[config.mk]
export PLATFORM = sky130hd
export DESIGN_NAME = otss_top
export DESIGN_NICKNAME = d
export VERILOG_FILES = /design/src/otss_pkg.sv /design/src/otss_top.sv /design/src/otss_terminal.sv
export SDC_FILE = /design/constraint.sdc
export NUM_CORES = 1
export LEC_CHECK = 0
export BUFFER_PORTS_ARGS = -buffer_cell sky130_fd_sc_hd__buf_4
export CORE_ASPECT_RATIO = 1.2
export CORE_MARGIN = 4
export CORE_UTILIZATION = 45
export CTS_CLUSTER_SIZE = 12
export DETAILED_ROUTE_END_ITERATION = 6
export GPL_TIMING_DRIVEN = 0
export PLACE_DENSITY = 0.65
export SETUP_SLACK_MARGIN = 0.15
export SLEW_MARGIN = 40
export SYNTH_ARGS = -nofsm -noshare
export SYNTH_HDL_FRONTEND = slang
export SYNTH_SLANG_ARGS = --single-unit
[constraint.sdc]
create_clock -name sys_clk -period 4.4 [get_ports sys_clk]
set_input_delay 1.32 -clock sys_clk [delete_from_list [all_inputs] [get_ports sys_clk]]
set_output_delay 1.32 -clock sys_clk [all_outputs]
set_load 0.1 [all_outputs]
[src/otss_pkg.sv]
// constants shared by the terminal signal select block
// assumes a 32-bit axi4-lite register port and a 125 MHz sys_clk
package otss_pkg;
  // register byte offsets
  localparam logic [7:0] ADDR_OC_SEL   = 8'h00;
  localparam logic [7:0] ADDR_REL_SEL  = 8'h04;
  localparam logic [7:0] ADDR_REMOTE   = 8'h08;
  localparam logic [7:0] ADDR_START_F  = 8'h0C;
  localparam logic [7:0] ADDR_MNT_CNT  = 8'h10;
  localparam logic [7:0] ADDR_MNT_THR  = 8'h14;
  localparam logic [7:0] ADDR_CONTROL  = 8'h18;
  localparam logic [7:0] ADDR_STATUS   = 8'h1C;
  localparam logic [7:0] ADDR_IRQ_STAT = 8'h20;
  localparam logic [7:0] ADDR_IRQ_CLR  = 8'h24;
  localparam logic [7:0] ADDR_IRQ_EN   = 8'h28;
  // reset values
  localparam logic [15:0] RST_OC_SEL  = 16'h0000;
  localparam logic [15:0] RST_REL_SEL = 16'h0063;
  localparam logic [15:0] RST_START_F = 16'h0000;
  localparam logic [15:0] RST_MNT_THR = 16'hFFFF;
  // selection codes (positive form)
  localparam logic [15:0] CODE_RUN    = 16'h0000;
  localparam logic [15:0] CODE_READY  = 16'h000B;
  localparam logic [15:0] CODE_LIFE   = 16'h005A;
  localparam logic [15:0] CODE_HW     = 16'h005B;
  localparam logic [15:0] CODE_CAVG   = 16'h005D;
  localparam logic [15:0] CODE_MAINT  = 16'h005F;
  localparam logic [15:0] CODE_REMOTE = 16'h0060;
  localparam logic [15:0] CODE_FAULT  = 16'h0063;
  localparam logic [15:0] CODE_NONE   = 16'h270F;
  localparam logic [15:0] CODE_INV    = 16'h0064;
  localparam logic [15:0] CODE_END    = 16'h00C8;
  localparam int          DET_N       = 18;
  // detector functions whose logic lives elsewhere
  localparam logic [15:0] DET_CODES [DET_N] = '{
    16'h0001, 16'h0003, 16'h0004, 16'h0007, 16'h0008, 16'h000C,
    16'h000D, 16'h000E, 16'h000F, 16'h0010, 16'h0019, 16'h001A,
    16'h002E, 16'h002F, 16'h0040, 16'h0046, 16'h0050, 16'h0062};
  // internal signal vector layout
  localparam int SIGW = 26;
  localparam logic [4:0] IDX_RUN = 5'h00;
  localparam logic [4:0] IDX_READY = 5'h01;
  localparam logic [4:0] IDX_FAULT = 5'h02;
  localparam logic [4:0] IDX_HW = 5'h03;
  localparam logic [4:0] IDX_LIFE = 5'h04;
  localparam logic [4:0] IDX_MAINT = 5'h05;
  localparam logic [4:0] IDX_REMOTE = 5'h06;
  localparam logic [4:0] IDX_CAVG = 5'h07;
  localparam logic [4:0] IDX_DET = 5'h08;
  // status register fields
  localparam int ST_OC = 0;
  localparam int ST_REL = 1;
  localparam int ST_RUN = 2;
  localparam int ST_READY = 3;
  localparam int ST_FAULT = 4;
  localparam int ST_HW = 5;
  localparam int ST_LIFE = 6;
  localparam int ST_MAINT = 7;
  localparam int CTL_FRST = 0;
  // interrupt event bits
  localparam int EV_FAULT = 0;
  localparam int EV_HW = 1;
  localparam int EV_LIFE = 2;
  localparam int EV_MAINT = 3;
  localparam int EVW = 4;
  localparam logic [1:0] RESP_OKAY = 2'h0;
  localparam logic [1:0] RESP_SLVERR = 2'h2;
  localparam logic [1:0] RESP_DECERR = 2'h3;

  // code to {valid, inverted, signal index}
  function automatic logic [6:0] otss_route(input logic [15:0] code);
    logic [15:0] b;
    logic inv;
    logic ok;
    logic [4:0] idx;
    inv = (code >= CODE_INV) && (code < CODE_END);
    b = inv ? code - CODE_INV : code;
    ok = (code < CODE_END);
    idx = IDX_RUN;
    case (b)
      CODE_RUN: idx = IDX_RUN;
      CODE_READY: idx = IDX_READY;
      CODE_FAULT: idx = IDX_FAULT;
      CODE_HW: idx = IDX_HW;
      CODE_LIFE: idx = IDX_LIFE;
      CODE_MAINT: idx = IDX_MAINT;
      CODE_REMOTE: idx = IDX_REMOTE;
      CODE_CAVG: idx = IDX_CAVG;
      default: begin
        ok = 1'h0;
        for (int i = 0; i < DET_N; i++) begin
          if (b == DET_CODES[i]) begin
            ok = (code < CODE_END);
            idx = IDX_DET + 5'(i);
          end
        end
      end
    endcase
    return {ok, inv, idx};
  endfunction : otss_route
endpackage : otss_pkg

[src/otss_top.sv]
// output terminal signal select: routes drive status to two terminals
// assumes drive status inputs come from logic on sys_clk; axi4-lite slave
// Overview of operation
// - code 90/190 routes the life alarm of capacitors, inrush circuit or fan
// - code 91/191 routes the hardware fault output
// - code 95/195 routes maintenance timer, on when count reaches threshold
// - code 96/196 routes the remote output set by software
// - code 99/199 routes fault output, held until fault reset
// - codes 0-99 conduct when active, 100-199 do not conduct when active
// - one function may drive both terminals at once
// - code 11/111 ready output, on when able to run and while running
// - code 0/100 running, on at or above start freq, off stopped or braking
// - restart coasting: ready on except power loss, running off until restart
// - open-collector terminal carries running output after reset
// - relay terminal carries fault output after reset
// - hardware fault output asserts for six internal fault causes
// - any protective trip asserts the fault output
// - relay terminal refuses current average monitor codes 93/193
module otss_top
  import otss_pkg::*;
(
  input  wire logic        sys_clk,
  input  wire logic        rst_n,
  input  wire logic [7:0]  s_axi_awaddr,
  input  wire logic        s_axi_awvalid,
  output logic             s_axi_awready,
  input  wire logic [31:0] s_axi_wdata,
  input  wire logic [3:0]  s_axi_wstrb,
  input  wire logic        s_axi_wvalid,
  output logic             s_axi_wready,
  output logic [1:0]       s_axi_bresp,
  output logic             s_axi_bvalid,
  input  wire logic        s_axi_bready,
  input  wire logic [7:0]  s_axi_araddr,
  input  wire logic        s_axi_arvalid,
  output logic             s_axi_arready,
  output logic [31:0]      s_axi_rdata,
  output logic [1:0]       s_axi_rresp,
  output logic             s_axi_rvalid,
  input  wire logic        s_axi_rready,
  input  wire logic        driveReady,
  input  wire logic        startCmd,
  input  wire logic [15:0] outputFreq,
  input  wire logic        dcBrake,
  input  wire logic        outputStopInput,
  input  wire logic        tripActive,
  input  wire logic [5:0]  hwCause,
  input  wire logic        faultResetReq,
  input  wire logic        powerFail,
  input  wire logic        coasting,
  input  wire logic [3:0]  lifeWarn,
  input  wire logic        maintTick,
  input  wire logic        currentAvgMonitorIn,
  input  wire logic [17:0] detectStatus,
  output logic             openCollectorOn,
  output logic             relayOn,
  output logic             irq
);
  typedef struct packed {
    logic        awHeld;
    logic [7:0]  awAddr;
    logic        wHeld;
    logic [31:0] wData;
    logic [3:0]  wStrb;
    logic        bValid;
    logic [1:0]  bResp;
    logic        rValid;
    logic [31:0] rData;
    logic [1:0]  rResp;
    logic [15:0] ocSel;
    logic [15:0] relSel;
    logic        remote;
    logic [15:0] startFreq;
    logic [15:0] maintCount;
    logic [15:0] maintThresh;
    logic        fault;
    logic        hwFault;
    logic        lifePrev;
    logic        maintPrev;
    logic [EVW-1:0] irqStat;
    logic [EVW-1:0] irqEn;
  } otss_state_t;

  otss_state_t s_r;
  otss_state_t s_nxt;
  logic            runningOut;
  logic            readyOut;
  logic            lifeAlarmOut;
  logic            maintTimerOut;
  logic            hwAny;
  logic [SIGW-1:0] sigVec;
  // merge a write word into a register under byte enables
  function automatic logic [31:0] wmerge(input logic [31:0] old,
                                         input logic [31:0] d,
                                         input logic [3:0] st);
    logic [31:0] r;
    r = old;
    for (int i = 0; i < 4; i++) begin
      if (st[i]) begin
        r[i*8 +: 8] = d[i*8 +: 8];
      end
    end
    return r;
  endfunction : wmerge
  // drive status functions
  assign hwAny = |hwCause;
  assign readyOut = driveReady & ~s_r.fault & ~outputStopInput & ~powerFail;
  assign runningOut = readyOut & startCmd & (outputFreq >= s_r.startFreq)
                      & ~dcBrake & ~coasting;
  assign lifeAlarmOut = |lifeWarn;
  assign maintTimerOut = s_r.maintCount >= s_r.maintThresh;

  // signal vector seen by both terminals
  always_comb begin
    sigVec = '0;
    sigVec[IDX_RUN] = runningOut;
    sigVec[IDX_READY] = readyOut;
    sigVec[IDX_FAULT] = s_r.fault;
    sigVec[IDX_HW] = s_r.hwFault;
    sigVec[IDX_LIFE] = lifeAlarmOut;
    sigVec[IDX_MAINT] = maintTimerOut;
    sigVec[IDX_REMOTE] = s_r.remote;
    sigVec[IDX_CAVG] = currentAvgMonitorIn;
    sigVec[SIGW-1:IDX_DET] = detectStatus;
  end

  // bus handshakes, one write and one read in flight
  assign s_axi_awready = ~s_r.awHeld & ~s_r.bValid;
  assign s_axi_wready = ~s_r.wHeld & ~s_r.bValid;
  assign s_axi_arready = ~s_r.rValid;
  assign s_axi_bvalid = s_r.bValid;
  assign s_axi_bresp = s_r.bResp;
  assign s_axi_rvalid = s_r.rValid;
  assign s_axi_rdata = s_r.rData;
  assign s_axi_rresp = s_r.rResp;
  assign irq = |(s_r.irqStat & s_r.irqEn);

  // next state: bus, registers, fault latch, events
  always_comb begin
    logic [31:0] wv;
    logic [31:0] rv;
    logic        doWr;
    logic        frst;
    logic [EVW-1:0] ev;
    logic [EVW-1:0] clr;
    logic [15:0] wc;
    s_nxt = s_r;
    wv = '0;
    rv = '0;
    frst = faultResetReq;
    ev = '0;
    clr = '0;
    wc = '0;
    doWr = s_r.awHeld & s_r.wHeld;
    // collect address and data in either order
    if (s_axi_awvalid && s_axi_awready) begin
      s_nxt.awHeld = 1'h1;
      s_nxt.awAddr = s_axi_awaddr;
    end
    if (s_axi_wvalid && s_axi_wready) begin
      s_nxt.wHeld = 1'h1;
      s_nxt.wData = s_axi_wdata;
      s_nxt.wStrb = s_axi_wstrb;
    end
    if (s_r.bValid && s_axi_bready) begin
      s_nxt.bValid = 1'h0;
    end
    // maintenance count advances on its tick, saturating
    if (maintTick && s_r.maintCount != 16'hFFFF) begin
      s_nxt.maintCount = s_r.maintCount + 16'h0001;
    end
    // register write once both halves are held
    if (doWr) begin
      s_nxt.awHeld = 1'h0;
      s_nxt.wHeld = 1'h0;
      s_nxt.bValid = 1'h1;
      s_nxt.bResp = RESP_OKAY;
      unique case (s_r.awAddr)
        ADDR_OC_SEL: begin
          wv = wmerge({16'h0000, s_r.ocSel}, s_r.wData, s_r.wStrb);
          s_nxt.ocSel = wv[15:0];
        end
        ADDR_REL_SEL: begin
          wv = wmerge({16'h0000, s_r.relSel}, s_r.wData, s_r.wStrb);
          wc = wv[15:0];
          if (wc == CODE_CAVG || wc == CODE_CAVG + CODE_INV) begin
            s_nxt.bResp = RESP_SLVERR;
          end else begin
            s_nxt.relSel = wc;
          end
        end
        ADDR_REMOTE: begin
          if (s_r.wStrb[0]) begin
            s_nxt.remote = s_r.wData[0];
          end
        end
        ADDR_START_F: begin
          wv = wmerge({16'h0000, s_r.startFreq}, s_r.wData, s_r.wStrb);
          s_nxt.startFreq = wv[15:0];
        end
        ADDR_MNT_CNT: begin
          wv = wmerge({16'h0000, s_r.maintCount}, s_r.wData, s_r.wStrb);
          s_nxt.maintCount = wv[15:0];
        end
        ADDR_MNT_THR: begin
          wv = wmerge({16'h0000, s_r.maintThresh}, s_r.wData, s_r.wStrb);
          s_nxt.maintThresh = wv[15:0];
        end
        ADDR_CONTROL: begin
          frst = frst | (s_r.wStrb[0] & s_r.wData[CTL_FRST]);
        end
        ADDR_STATUS, ADDR_IRQ_STAT: begin
          s_nxt.bResp = RESP_OKAY;
        end
        ADDR_IRQ_CLR: begin
          if (s_r.wStrb[0]) begin
            clr = s_r.wData[EVW-1:0];
          end
        end
        ADDR_IRQ_EN: begin
          if (s_r.wStrb[0]) begin
            s_nxt.irqEn = s_r.wData[EVW-1:0];
          end
        end
        default: begin
          s_nxt.bResp = RESP_DECERR;
        end
      endcase
    end
    // register read, answered one cycle after the address
    if (s_axi_arvalid && s_axi_arready) begin
      s_nxt.rValid = 1'h1;
      s_nxt.rResp = RESP_OKAY;
      unique case (s_axi_araddr)
        ADDR_OC_SEL: rv[15:0] = s_r.ocSel;
        ADDR_REL_SEL: rv[15:0] = s_r.relSel;
        ADDR_REMOTE: rv[0] = s_r.remote;
        ADDR_START_F: rv[15:0] = s_r.startFreq;
        ADDR_MNT_CNT: rv[15:0] = s_r.maintCount;
        ADDR_MNT_THR: rv[15:0] = s_r.maintThresh;
        ADDR_CONTROL, ADDR_IRQ_CLR: rv = '0;
        ADDR_STATUS: begin
          rv[ST_OC] = openCollectorOn;
          rv[ST_REL] = relayOn;
          rv[ST_RUN] = runningOut;
          rv[ST_READY] = readyOut;
          rv[ST_FAULT] = s_r.fault;
          rv[ST_HW] = s_r.hwFault;
          rv[ST_LIFE] = lifeAlarmOut;
          rv[ST_MAINT] = maintTimerOut;
        end
        ADDR_IRQ_STAT: rv[EVW-1:0] = s_r.irqStat;
        ADDR_IRQ_EN: rv[EVW-1:0] = s_r.irqEn;
        default: s_nxt.rResp = RESP_DECERR;
      endcase
      s_nxt.rData = rv;
    end else if (s_r.rValid && s_axi_rready) begin
      s_nxt.rValid = 1'h0;
    end
    // fault latch: a trip sets, a reset clears, a trip wins
    if (tripActive || hwAny) begin
      s_nxt.fault = 1'h1;
    end else if (frst) begin
      s_nxt.fault = 1'h0;
    end
    if (hwAny) begin
      s_nxt.hwFault = 1'h1;
    end else if (frst) begin
      s_nxt.hwFault = 1'h0;
    end
    // rising edges of the alarm functions become events
    s_nxt.lifePrev = lifeAlarmOut;
    s_nxt.maintPrev = maintTimerOut;
    ev[EV_FAULT] = s_nxt.fault & ~s_r.fault;
    ev[EV_HW] = s_nxt.hwFault & ~s_r.hwFault;
    ev[EV_LIFE] = lifeAlarmOut & ~s_r.lifePrev;
    ev[EV_MAINT] = maintTimerOut & ~s_r.maintPrev;
    // sticky status, a new event beats a clear
    s_nxt.irqStat = (s_r.irqStat & ~clr) | ev;
  end

  // state register with reset defaults
  always_ff @(posedge sys_clk or negedge rst_n) begin
    if (!rst_n) begin
      s_r <= '0;
      s_r.ocSel <= RST_OC_SEL;
      s_r.relSel <= RST_REL_SEL;
      s_r.startFreq <= RST_START_F;
      s_r.maintThresh <= RST_MNT_THR;
    end else begin
      s_r <= s_nxt;
    end
  end

  // two independent terminals on the same signal set
  otss_terminal u_open_collector (
    .sys_clk (sys_clk),
    .rst_n   (rst_n),
    .selCode (s_r.ocSel),
    .sigVec  (sigVec),
    .conduct (openCollectorOn)
  );
  otss_terminal u_relay_contact (
    .sys_clk (sys_clk),
    .rst_n   (rst_n),
    .selCode (s_r.relSel),
    .sigVec  (sigVec),
    .conduct (relayOn)
  );
endmodule : otss_top

[src/otss_terminal.sv]
// one status output terminal: code decode, polarity and output register
// assumes sel code and signals come from logic on sys_clk
module otss_terminal
  import otss_pkg::*;
(
  input  wire logic                  sys_clk,
  input  wire logic                  rst_n,
  input  wire logic [15:0]           selCode,
  input  wire logic [otss_pkg::SIGW-1:0] sigVec,
  output logic                       conduct
);
  typedef struct packed {
    logic conduct;
  } otss_term_t;

  otss_term_t s_r;
  otss_term_t s_nxt;
  logic [6:0] route;

  // pick the signal, apply polarity, idle when code is unknown
  always_comb begin
    route = otss_route(selCode);
    s_nxt = s_r;
    s_nxt.conduct = route[6] & (sigVec[route[4:0]] ^ route[5]);
  end

  // glitch-free registered terminal
  always_ff @(posedge sys_clk or negedge rst_n) begin
    if (!rst_n) begin
      s_r <= '0;
    end else begin
      s_r <= s_nxt;
    end
  end

  assign conduct = s_r.conduct;
endmodule : otss_terminal

==> Word level (Yosys, flattened, before mapping) <==
Index checks and enable logic that the tools add are counted.
{ "totals": {"regBits": 163, "word_cells": 305, "input_bits": 113, "out_inout_bits": 44} }
{ "classes": {"muxes": 120, "order_cmp": 8, "addsub": 3, "eq_ne": 75, "n_bitwise": 37, "n_reduce_logical": 34} }
{ "op_table": {"columns": ["op", "count"], "rows": [
  ["$eq A16 B7 Y1 const B", 21],
  ["$eq A16 B4 Y1 const B", 12],
  ["$mux W5", 20],
  ["$eq A16 B5 Y1 const B", 6],
  ["$mux W16", 5],
  ["$mux W8", 10],
  ["$pmux W5 S8", 2],
  ["$mux W4", 19],
  ["$eq A16 B3 Y1 const B", 4],
  ["$eq A16 B6 Y1 const B", 4],
  ["$eq A8 B5 Y1 const B", 8],
  ["$mux W1", 51],
  ["$eq A8 B6 Y1 const B", 6],
  ["$pmux W8 S5", 1],
  ["$mux W37", 1],
  ["$eq A16 B1 Y1 const B", 2],
  ["$eq A16 B2 Y1 const B", 2],
  ["$eq A8 B4 Y1 const B", 4],
  ["$ge A16 B16 Y1", 2],
  ["$ge A16 B7 Y1 const B", 2],
  ["$logic_not A16 Y1", 2],
  ["$lt A16 B8 Y1 const B", 2],
  ["$mux W32", 1],
  ["$sub A16 B7 Y16 const B", 2],
  ["other kinds (31)", 88]
]} }

==> Logic depth before layout (Yosys ltp) <==
Gate-level depths: netlist of run 1.
{ "logic_depth": {"word_depth": 27, "depth_mapped": 18, "mapped_depth_nobuf": 14} }

==> Cells and area by module <==
A second synthesis of run 1 with hierarchy kept.
{ "unflattened": {"hier_cells": 1200, "area_unflattened_um2": 11519.8} }
{ "by_module_without_submodules": {"columns": ["module", "cells_per_inst", "n_inst", "area_per_inst_um2"], "rows": [
  ["otss_top", 732, 1, 8151.6],
  ["otss_terminal", 234, 2, 1684.1]
]} }

==> Least setup slack after synthesis of run 1 <==
OpenSTA, ideal clock, no wires.
{ "synth_timing": {"path_type": "flip-flop to flip-flop", "startpoint": "reg s_r[80] in the netlist's numbering", "endpoint": "reg u_open_collector.s_r, in the netlist u_open_collector.conduct", "required_ps": 4269, "arrival_time_ps": 3659, "path_buffers": 2, "stages_incl_launch_ff": 17, "setup_time_ps": 131, "period_less_slack_ps": 3790, "setup_slack_ps": 610, "path_cell_list": "dfrtp_1 clkbuf_1 inv_1 ha_1 nand2b_4 a31o_2 o21ai_2 mux2_4 or4b_4 and4_4 and2_4 buf_6 o2111a_1 a2111oi_2 or4b_1 nand4b_1 nand3_1"} }
{ "synth_via": {"elab_chain_cells": 27} }
{ "synth_rtl": {"columns": ["element", "line", "source"], "rows": [
  ["start: declaration", "otss_top.sv:84", "otss_state_t s_r;"],
  ["start signal: assignment", "otss_top.sv:291", "s_r <= s_nxt;"],
  ["$ge A16 B7 Y1 or $lt A16 B8 Y1 (tied branches)", "otss_pkg.sv:76, otss_pkg.sv:78, otss_pkg.sv:93", null],
  ["$logic_and A1 B1 Y1", "otss_pkg.sv:76", "inv = (code >= CODE_INV) && (code < CODE_END);"],
  ["$mux W16", "otss_pkg.sv:77", "b = inv ? code - CODE_INV : code;"],
  ["$eq A16 B1 Y1", "otss_pkg.sv:92", "if (b == DET_CODES[i]) begin"],
  ["$mux W4 (8 in series)", "otss_pkg.sv:92", null],
  ["$mux W5 (10 in series)", "otss_pkg.sv:92", null],
  ["$pmux W5 S8", "otss_pkg.sv:80", "case (b)"],
  ["$bmux W1 S5", "otss_terminal.sv:24", "s_nxt.conduct = route[6] & (sigVec[route[4:0]] ^ route[5]);"],
  ["$mux W1 (implied by the code)", "otss_terminal.sv:24", null],
  ["$xor A1 B1 Y1", "otss_terminal.sv:24", null],
  ["$and A1 B1 Y1 *", "otss_terminal.sv:24", null],
  ["named net u_open_collector.s_nxt", "otss_terminal.sv:17", "otss_term_t s_nxt;"],
  ["end signal: assignment", "otss_terminal.sv:32", "s_r <= s_nxt;"],
  ["end: declaration", "otss_terminal.sv:16", "otss_term_t s_r;"]
]} }
Mark *: on every way through the listed nets, which the timed path passes. The rest lies on a longest branch. The select of a mux whose other input is x is not followed.
A chain may end at the register's enable or synchronous reset.

==> Final worst setup path of run 1 <==
Ends and elaborated chain as after synthesis.

==> run metrics, run 1 <==
status finished, violations left; failing checks design-rule violations; setup TNS 0 ps; # setup viols final 0; die area 0.0265 mm2; Slowest-stage cell, CP or4b_4; hold slack about 430 ps; top_reg_cell synth dfrtp_1; worst hold path type flip-flop to flip-flop; chip height between 150 and 200 um; crit path buf inv count 3; drt wl/cell ~20 um; first-pass GRT wire length about 54,000 um; Max-slew headroom a little over two fifths; DR pass1 iterations 7; Largest delay share family, worst path simple AND/OR/NAND/NOR gates; H-tree depth 4; Critical Path End Type flip-flop; core area ~0.023 mm2; vias in the first global route 9,866; Synth area leader dfrtp_1; Final Core Density 56.6%; via count between 10,000 and 15,000; area fraction of the dominant cell type after synthesis between 20% and 30%; synthesis-to-layout area growth 22.8%; Mapped Area 0.0108 mm2; Worst EP required 4690 ps; fmax ~240 MHz; # diodes 0; FFs w/ async S/R, synth between 90% and 100%; grt ovf 0; syn avg cell area between 8 and 9 um2; crit path launch type flip-flop; Root Buffer clkbuf_16; routability cong. 0.959; DP HPWL between 20,000 and 30,000 um; EDFF count, synth 0; crit path cell chain buf_4, inv_2, ha_2, nand2b_4, a31o_2, o21ai_4, mux2_4, or4b_4, and4_4, and2_4, buf_6, o2111a_1, a2111oi_2, or4b_1, nand4b_1, nand3_1; Slew Limit Fails 0; fin crit share between 90% and 100%; drt drc 1; RSZ-0062 raised after global routing no; Hold Fails Final Rpt 0; Skew-Pair Late Insertion Delay between 400 and 500 ps; post-route cell area roughly 0.013 mm2; pre-CTS worst setup slack -363 ps; FILL cells 2,178; Antenna Nets Post-Route 0; First DRT Iteration DRCs a little over 800; Die X roughly 150 um; Reg clk slew, reported paths about 60 ps; placed instance area between 0.01 and 0.015 mm2; pwr dens roughly 480 mW/mm2; worst vdd ir 0.302 mV; Tot Pwr ~6.4 mW; Max Cap Viol 0; minimum clock period just over 4000 ps; Leakage Power around 5.7 nW; Worst Path Arrival 4390 ps; IO Port Bufs 122; final worst setup slack a little over 300 ps; Crit path largest cell delay approximately 520 ps; CTS Buffer Depth 2; YS warnings 0; Rows a little over 60; TritonCTS Buffers 17; Initial Utilization 46.1%; Mapped Cells around 1,200; pin count of the biggest net entering global routing 54; initial antenna violation count 0; WL final 34,800 um; Placed Instances 1,655; Nets around 1,500; CP max FO 10; final std cells w/o fill between 1,500 and 2,000; via/cell ratio between 6 and 7; share of cells above drive strength 1 between 20% and 30%; Ports ~160; Synth area leaders dfrtp_1 (29%), mux2_2 (9.1%), dfstp_2 (4.9%), ha_1 (4.3%), nand2_1 (3.6%); Yosys cell types 97; register area share after synthesis between 30% and 40%; CTS tree built; synthesized flop and latch total ~140; GRT Util Overall between 20% and 30%; clk sinks between 100 and 150; critical path class flip-flop to flip-flop; Tightest Pin Transition around 850 ps; skew final a little over 10 ps
## metal layers
metal  wire (um)  GRT usage, %
met1       13600          31.1
met2       17600          45.6
met3        2030          3.24
met4        1470          10.4
met5           0             0
## layout by cell type (no fill, tap or decap), types with 8 or more instances in the layout
master        n
buf_4       171
dfrtp_1     123
nand2_1     102
mux2_2       87
nor2_1       80
o21ai_0      73
a21oi_1      53
inv_1        49
nand3_1      38
clkbuf_1     36
ha_1         36
nor3_1       35
a21o_1       28
mux2i_1      26
a22oi_1      21
dfstp_2      20
a222oi_1     19
clkbuf_16    17
nand4_1      16
conb_1       16
nand2b_1     15
or3_1        14
nor4_1       13
o211ai_1     13
and2_1       10
nor2b_1      10
a31oi_1       9
and3_1        9
clkinvlp_4    8
buf_6         8
nand3b_1      8
o22ai_1       8
## cell families after synthesis
family                     synth area share [%]
xor gates and xnor gates                  0.720
adders and majority gates                  4.30
buffers and inverters                      7.14
AOI/OAI and AO/OA                          22.4
DFF                                        33.7
other                                    0.0348
and+or+nand+nor                            19.4
muxes                                      12.3
## power breakdown
group	internal, mW	total, mW	switching [mW]
combinational	1.09	2.85	1.76
sequential	1.59	2.01	0.418
clock	0.938	1.51	0.573
## registers in the layout (all words and copies together), names as in the netlist
signal                    flops
s_axi_bvalid                  1
s_axi_rdata                  16
s_axi_bresp                   2
s_axi_rvalid                  1
u_open_collector.conduct      1
s_axi_rresp                   1
u_relay_contact.conduct       1
s_r                         121
## synth_stat cells (19+ instances only)
library cell,instances
buf_4,36
inv_1,53
nor3_1,35
mux2_2,87
nand3_1,38
mux2i_1,33
o21ai_0,75
nand2_1,102
clkbuf_1,40
a21o_1,28
a22oi_1,22
nor2_1,82
a21oi_1,53
dfstp_2,20
a222oi_1,19
ha_1,37
dfrtp_1,124
## final timing paths
| check | depth (start not counted) | start | to | slack [ps] |
|---|---|---|---|---|
| max in group asynchronous | 3 | rst_n | s_r[62]$_DFFE_PN1P_ | 2690 |
| hold / removal | 1 | s_r[8]$_DFF_PN0_ | s_r[7]$_DFF_PN0_ | 430 |
| setup reg to reg | 16 | s_r[80]$_DFFE_PN0P_ | u_open_collector.conduct$_DFF_PN0_ | 310 |
| setup / recovery | 16 | s_r[80]$_DFFE_PN0P_ | u_open_collector.conduct$_DFF_PN0_ | 310 |
| min in group asynchronous | 1 | rst_n | s_axi_rdata[8]$_DFFE_PN0P_ | 790 |
| hold reg to reg | 1 | s_r[8]$_DFF_PN0_ | s_r[7]$_DFF_PN0_ | 430 |
## worst register-to-register path: cells and delay by family (launching register included)
| family | cells | cell delay (ps) |
|---|---|---|
| flops | 1 | 440 |
| compound gates | 4 | 920 |
| buf+inv | 3 | 450 |
| simple gates | 7 | 1630 |
| fa+ha+maj | 1 | 220 |
| mux | 1 | 330 |
## repair_timing
action	4_1_cts	5_1_grt
hold buffers	0	0
pin swaps	3	6
buffers inserted	2	10
setup endpoints to repair	2	2
gates resized for setup	15	47
gates cloned	0	0
## layout make-up
class	count	area (um2)	share of cell area [%]
multi-input combinational	918	6680	50.5
inverter	53	210	1.59
tap	315	394	2.98
sequential	144	3630	27.5
clock inverter	12	155	1.17
timing repair buffer	138	1090	8.25
buffer	99	597	4.51
clock buffer	20	467	3.53
Power figures use the tool's default switching activity.
==> run 2, diff against run 1 <==
--- a/config.mk
+++ b/config.mk
@@ -6,13 +6,14 @@
 export NUM_CORES = 1
 export LEC_CHECK = 0
 export BUFFER_PORTS_ARGS = -buffer_cell sky130_fd_sc_hd__buf_4
+export CAP_MARGIN = 20
 export CORE_ASPECT_RATIO = 1.2
 export CORE_MARGIN = 4
 export CORE_UTILIZATION = 45
 export CTS_CLUSTER_SIZE = 12
 export DETAILED_ROUTE_END_ITERATION = 6
 export GPL_TIMING_DRIVEN = 0
-export PLACE_DENSITY = 0.65
+export PLACE_DENSITY_LB_ADDON = 0.1
 export SETUP_SLACK_MARGIN = 0.15
 export SLEW_MARGIN = 40
 export SYNTH_ARGS = -nofsm -noshare
==> run 2 against run 1 <==
The run now ends clean. Non-clock buffer count down 2. Sequential power about the same. Register-to-register slack about the same. Highest routed layer unchanged.
==> run metrics, run 2 (same netlist as run 1, synthesis figures left out) <==
die area 0.0265 mm2 (unchanged); Largest delay share family, worst path simple AND/OR/NAND/NOR gates; Multi-input gate area 0.00663 mm2 (-0.71%); Worst EP required 4700 ps (about the same); hold_buf cts 0 (unchanged); synthesis-to-layout area growth 21.8%; setup slack, reg-to-reg 310 ps (about the same); Tightest Pin Transition 759 ps (-92.6 ps); Nets 1,519 (-0.13%); DP HPWL 27,000 um (+1.6%); Slew Limit Fails 0 (unchanged); most frequent cells in the layout buf_4 (168), dfrtp_1 (123), nand2_1 (102), mux2_2 (87), nor2_1 (82); status finished, final reports clean; Leakage Power 5.63 nW (-0.83%); number of flip-flops in the largest register 121 (unchanged); # diodes 0 (unchanged); IO Port Bufs 122 (unchanged); WL final 34,700 um (-0.31%); Max Cap Viol 0 (unchanged); crit path cell chain buf_4, inv_2, ha_2, nand2b_4, a31o_4, o21ai_4, mux2_4, or4b_4, and4_4, and2_4, buf_6, o2111a_1, a2111oi_2, or4b_1, nand4b_1, nand3_1; crit path launch type flip-flop; Pint 3.47 mW (-4.0%); area occupied by registers 0.00363 mm2 (unchanged); TritonCTS Buffers 17 (unchanged); grt ovf 0 (unchanged); Critical Path End Type flip-flop; first-pass GRT wire length 54,100 um (+0.40%); Worst Path Arrival 4390 ps (about the same); pwr dens 474 mW/mm2 (-1.6%); worst vdd ir 0.411 mV (+36%); # setup viols final 0 (unchanged); commonest non-fill, non-tap cell in the layout buf_4; Slowest-stage cell, CP or4b_4; H-tree depth 4 (unchanged); chip height 177 um (unchanged); Reg clk slew, reported paths 60 ps (about the same); final worst setup slack 309 ps (+2.15 ps); RSZ-0062 raised after global routing yes; P_sw 2.75 mW (-0.22%); Gate power share 45.4% (+0.7 points); Clk network pwr share 22.4% (-1.3 points); fmax 244 MHz (about the same); minimum clock period 4090 ps (-2.15 ps); clk sinks 144 (unchanged); Rows 61 (unchanged); FILL cells 2,210 (+1.5%); Initial Utilization 46.1% (unchanged); via/cell ratio 6.04 (-0.83%); Hold Fails Final Rpt 0 (unchanged); crit path buf inv count 3 (unchanged); Reg with most FFs s_r; sw frac 44.2% (+0.95 points); setup TNS 0 ps (unchanged); Crit path largest cell delay 540 ps (+20 ps); initial antenna violation count 0 (unchanged); core area 0.0234 mm2 (unchanged); worst hold path type flip-flop to flip-flop; pre-CTS worst setup slack -302 ps (+60.6 ps); critical path class flip-flop to flip-flop; skew final 7.33 ps (-2.82 ps); DR pass1 iterations 6 (-1); Skew-Pair Late Insertion Delay 430 ps (about the same); GRT Util Overall 25.8% (+0.28 points); fin crit share 93.0% (about the same); vias in the first global route 9,874 (+0.081%); CTS Buffer Depth 2 (unchanged); First DRT Iteration DRCs 793 (-2.5%); Final Core Density 56.2% (-0.46 points); pin count of the biggest net entering global routing 52 (-3.7%); Max-slew headroom 48.9% (+6.5 points); Root Buffer clkbuf_16; drt wl/cell 20.4 um (-0.19%); CP max FO 10 (unchanged); drt drc 0 (-1); via count 10,300 (-0.95%); CTS tree built; routability cong. 0.921 (-4.0%); share of cells above drive strength 1 28.6% (-0.39 points); Die X 149 um (unchanged); Ports 157 (unchanged); sequential share of power 32.2% (+0.6 points); Tot Pwr 6.22 mW (-2.4%); Antenna Nets Post-Route 0 (unchanged)
==> run 2: cell count changes in the layout (fill, tap and decap cells not counted), moves of 3 or more <==
| cell | previous run | this run |
|---|---|---|
| clkinv_4 | 0 | 7 |
| buf_4 | 171 | 168 |
| o21ai_0 | 73 | 70 |
| o21ai_1 | 6 | 9 |
==> run 2: power by group through the flow <==
| stage | registers (mW) | clock network [mW] | logic, mW |
|---|---|---|---|
| 3_5_place_dp | 2.02 | 0 | 2.65 |
| 3_3_place_gp | 2.01 | 0 | 2.63 |
| 6_report | 2.00 | 1.39 | 2.82 |
| 5_1_grt | 2.04 | 1.48 | 3.07 |
| 2_1_floorplan | 1.90 | 0 | 1.94 |
| 4_1_cts | 1.99 | 1.42 | 2.69 |
==> run 2: path summary, 6_finish.rpt <==
check,startpoint,to,cells after the start
max,s_r[80]$_DFFE_PN0P_,u_open_collector.conduct$_DFF_PN0_,16
min,s_r[8]$_DFF_PN0_,s_r[7]$_DFF_PN0_,1
max reg2reg,s_r[80]$_DFFE_PN0P_,u_open_collector.conduct$_DFF_PN0_,16
min reg2reg,s_r[8]$_DFF_PN0_,s_r[7]$_DFF_PN0_,1
max in group asynchronous,rst_n,s_r[15]$_DFFE_PN1P_,2
min in group asynchronous,rst_n,s_r[172]$_DFFE_PN0P_,1
==> run 2: cell type report <==
type / instances / area share, %
clock inverters: 13 / 1.00
flip-flops and latches: 144 / 27.7
well taps: 315 / 3.00
multi-input cells: 918 / 50.6
repair buffers: 136 / 8.20
plain buffers: 99 / 4.58
clock buffers: 19 / 3.38
inverters: 53 / 1.60
==> run 2: routing by layer <==
layer	wire length [um]	vias to the layer above	track usage, %	share of wire (%)
met1	13800	5009	31.8	40
li1	-	4815	-	-
met3	1750	74	2.86	5.1
met5	0	-	0	0
met4	1300	0	10.4	3.8
met2	17800	360	45.9	51
==> run 2: what timing repair did <==
item                                    in CTS  in global routing
buffers inserted                             1                  9
pin swaps                                    2                  6
endpoints found under the hold margin        0                  0
resized for setup                           12                 46
endpoints found under the setup margin       2                  2
==> run 2: through the flow <==
stage,hold WS (ps),std cells,area [um2]
floorplan,410,1214,10800
finish,449,1697,13100
global placement,414,1651,12100
CTS,438,1688,12900
global route,479,1697,13100
detailed placement,428,1655,12200
==> run 2: worst register-to-register path, cell delays in order, from the launching register on <==
cell and delay, ps:
dfrtp_2 440, buf_4 200, inv_2 100, ha_2 210, nand2b_4 100, a31o_4 290
o21ai_4 200, mux2_4 340, or4b_4 540, and4_4 190, and2_4 160, buf_6 130
o2111a_1 160, a2111oi_2 190, or4b_1 490, nand4b_1 140, nand3_1 90
==> run 3, diff against run 2 <==
--- a/config.mk
+++ b/config.mk
@@ -9,13 +9,12 @@
 export CAP_MARGIN = 20
 export CORE_ASPECT_RATIO = 1.2
 export CORE_MARGIN = 4
-export CORE_UTILIZATION = 45
+export CORE_UTILIZATION = 59
 export CTS_CLUSTER_SIZE = 12
 export DETAILED_ROUTE_END_ITERATION = 6
 export GPL_TIMING_DRIVEN = 0
 export PLACE_DENSITY_LB_ADDON = 0.1
 export SETUP_SLACK_MARGIN = 0.15
-export SLEW_MARGIN = 40
 export SYNTH_ARGS = -nofsm -noshare
 export SYNTH_HDL_FRONTEND = slang
 export SYNTH_SLANG_ARGS = --single-unit
==> run 3 against run 2 <==
Combinational power about the same. Via count up 3.0%. Critical path type unchanged. Utilization up 17 points. Cell count down 5.7%. Final area down 1.3%. Critical endpoint is now u_relay_contact.conduct$_DFF_PN0_.
==> run metrics, run 3 (same netlist as run 1, synthesis figures left out) <==
status finished, final reports clean; routability cong. 0.986 (+7.0%); Initial Utilization 60.8% (+15 points); placed instance area 0.0121 mm2 (-1.5%); fin crit share 92.9% (about the same); number of flip-flops in the largest register 121 (unchanged); core area 0.0177 mm2 (-24%); M1 wire length 13,300 um (-3.3%); chip height 156 um (-12%); r2r startpoint s_r[64]$_DFFE_PN0P_; worst hold path type flip-flop to flip-flop; DR pass1 iterations 6 (unchanged); Hold Fails Final Rpt 0 (unchanged); grt ovf 0 (unchanged); clk sinks 144 (unchanged); Skew-Pair Late Insertion Delay 430 ps (about the same); Pint 3.47 mW (-0.21%); setup TNS 0 ps (unchanged); Critical Path End Type flip-flop; Worst EP required 4740 ps (+40 ps); worst vdd ir 0.430 mV (+4.7%); RSZ-0062 raised after global routing yes; via count 10,600 (+3.0%); # diodes 0 (unchanged); CTS tree built; DP HPWL 25,300 um (-6.1%); Antenna Nets Post-Route 0 (unchanged); commonest non-fill, non-tap cell in the layout buf_4; minimum clock period 4090 ps (-1.04 ps); Reg clk slew, reported paths 60 ps (about the same); pin count of the biggest net entering global routing 99 (+90%); Max-slew headroom 27.5% (-21 points); Clk network pwr share 22.5% (about the same); skew final 11.4 ps (+4.09 ps); min-delay src s_r[8]$_DFF_PN0_; P_sw 2.75 mW (+0.29%); Die X 131 um (-12%); Met3 Wirelength 2190 um (+25%); reg2reg path depth 17 (+1); Leakage Power 5.61 nW (-0.26%); pre-CTS worst setup slack -297 ps (+5.48 ps); hold depth 1 (unchanged); sw frac 44.3% (+0.12 points); die area 0.0205 mm2 (-23%); Slowest-stage cell, CP dfrtp_1; drt wl/cell 21.4 um (+4.6%); initial antenna violation count 0 (unchanged); WL final 34,200 um (-1.4%); CP max FO 10 (unchanged); hold slack 431 ps (-17.8 ps); crit path launch type flip-flop; Max Cap Viol 0 (unchanged); crit path cell chain clkbuf_4, clkinvlp_4, ha_1, nand2b_1, clkbuf_4, a21oi_4, a21oi_4, buf_12, mux2i_4, nor4_1, a311oi_1, nand3b_1, a211oi_2, nor3_1, a21o_1, or3b_1, a32oi_1; Final Core Density 73.1% (+17 points); critical path class flip-flop to flip-flop; IO Port Bufs 122 (unchanged); first-pass GRT wire length 54,100 um (about the same); CP startpoint s_r[64]$_DFFE_PN0P_; vias in the first global route 10,100 (+2.7%); Crit path largest cell delay 390 ps (-150 ps); sequential share of power 32.3% (about the same); Ports 157 (unchanged); First DRT Iteration DRCs 1,277 (+61%); Gate power share 45.2% (-0.2 points); Slew Limit Fails 0 (unchanged); Reg with most FFs s_r; Worst Path Arrival 4430 ps (+40 ps); share of cells above drive strength 1 28.3% (-0.25 points); pwr dens 481 mW/mm2 (+1.4%); H-tree depth 4 (unchanged); # setup viols final 0 (unchanged); fmax 245 MHz (about the same); synthesis-to-layout area growth 20.1%; met2 wire len 17,300 um (-2.8%); top routing layer in use met4; Root Buffer clkbuf_16; post-route cell area 0.0129 mm2 (-1.3%); Tightest Pin Transition 1070 ps (+313 ps); via/cell ratio 6.60 (+9.2%); TritonCTS Buffers 17 (unchanged); GRT Util Overall 32.4% (+6.6 points); most frequent cells in the layout buf_4 (169), dfrtp_1 (123), nand2_1 (102), mux2_2 (87), nor2_1 (82); final worst setup slack 310 ps (+1.04 ps); CTS Buffer Depth 2 (unchanged); Rows 53 (-13%); hold_buf cts 0 (unchanged); drt drc 0 (unchanged); Nets 1,517 (-0.13%)
run 3: cell count changes in the layout (fill, tap and decap cells not counted), sizes merged:
cell and delta:
clkinvlp -1, buf -3, inv +2
run 3: repair_timing:
| action | CTS | global route |
|---|---|---|
| buffers inserted | 0 | 10 |
| resized for setup | 8 | 50 |
| pin swaps | 0 | 6 |
| setup endpoints to repair | 2 | 2 |
run 3: worst paths after layout:
path | endpoint | slack (ps)
min | s_r[7]$_DFF_PN0_ | 430
max in group asynchronous | s_r[80]$_DFFE_PN0P_ | 2740
min reg2reg | s_r[7]$_DFF_PN0_ | 430
min in group asynchronous | s_r[174]$_DFFE_PN0P_ | 810
max | u_relay_contact.conduct$_DFF_PN0_ | 310
max reg2reg | u_relay_contact.conduct$_DFF_PN0_ | 310
run 3: area by class of cell:
| class | instances | area, um2 |
|---|---|---|
| Timing Repair Buffer | 134 | 1040 |
| Clock buffer | 18 | 439 |
| Buffer | 99 | 593 |
| Tap cell | 220 | 275 |
| Clock inverter | 14 | 133 |
| Inverter | 53 | 206 |
| Fill cell | 1358 | 4770 |
| Sequential cell | 144 | 3630 |
| Multi-Input combinational cell | 918 | 6620 |
run 3: per-layer routing:
metal  vias to the layer above  track usage [%]
li1                       4811                -
met2                       531             56.9
met1                      5106             40.2
met4                         0             15.2
met3                       113             4.00
met5                         -                0
run 3: power groups by stage:
stage	registers (mW)	logic, mW	clock network [mW]
6_report	2.01	2.81	1.40
5_1_grt	2.03	3.04	1.47
4_1_cts	1.99	2.65	1.40
3_5_place_dp	2.01	2.62	0
3_3_place_gp	1.99	2.58	0
2_1_floorplan	1.90	1.94	0
run 3: stage by stage:
stage          std cells  power [mW]
2_1_floorplan       1214        3.84
3_3_place_gp        1556        4.58
3_5_place_dp        1558        4.63
4_1_cts             1590        6.04
5_1_grt             1600        6.54
6_report            1600        6.22
run 3: worst max-delay path: cells and delay by family (launching register included):
kind | cells | cell delay (ps)
AO/OA/AOI/OAI | 6 | 1360
adder cells (fa/ha/maj) | 1 | 230
buffers and inverters | 4 | 760
flip-flops | 1 | 390
multiplexers | 1 | 360
AND/OR/NAND/NOR | 5 | 900
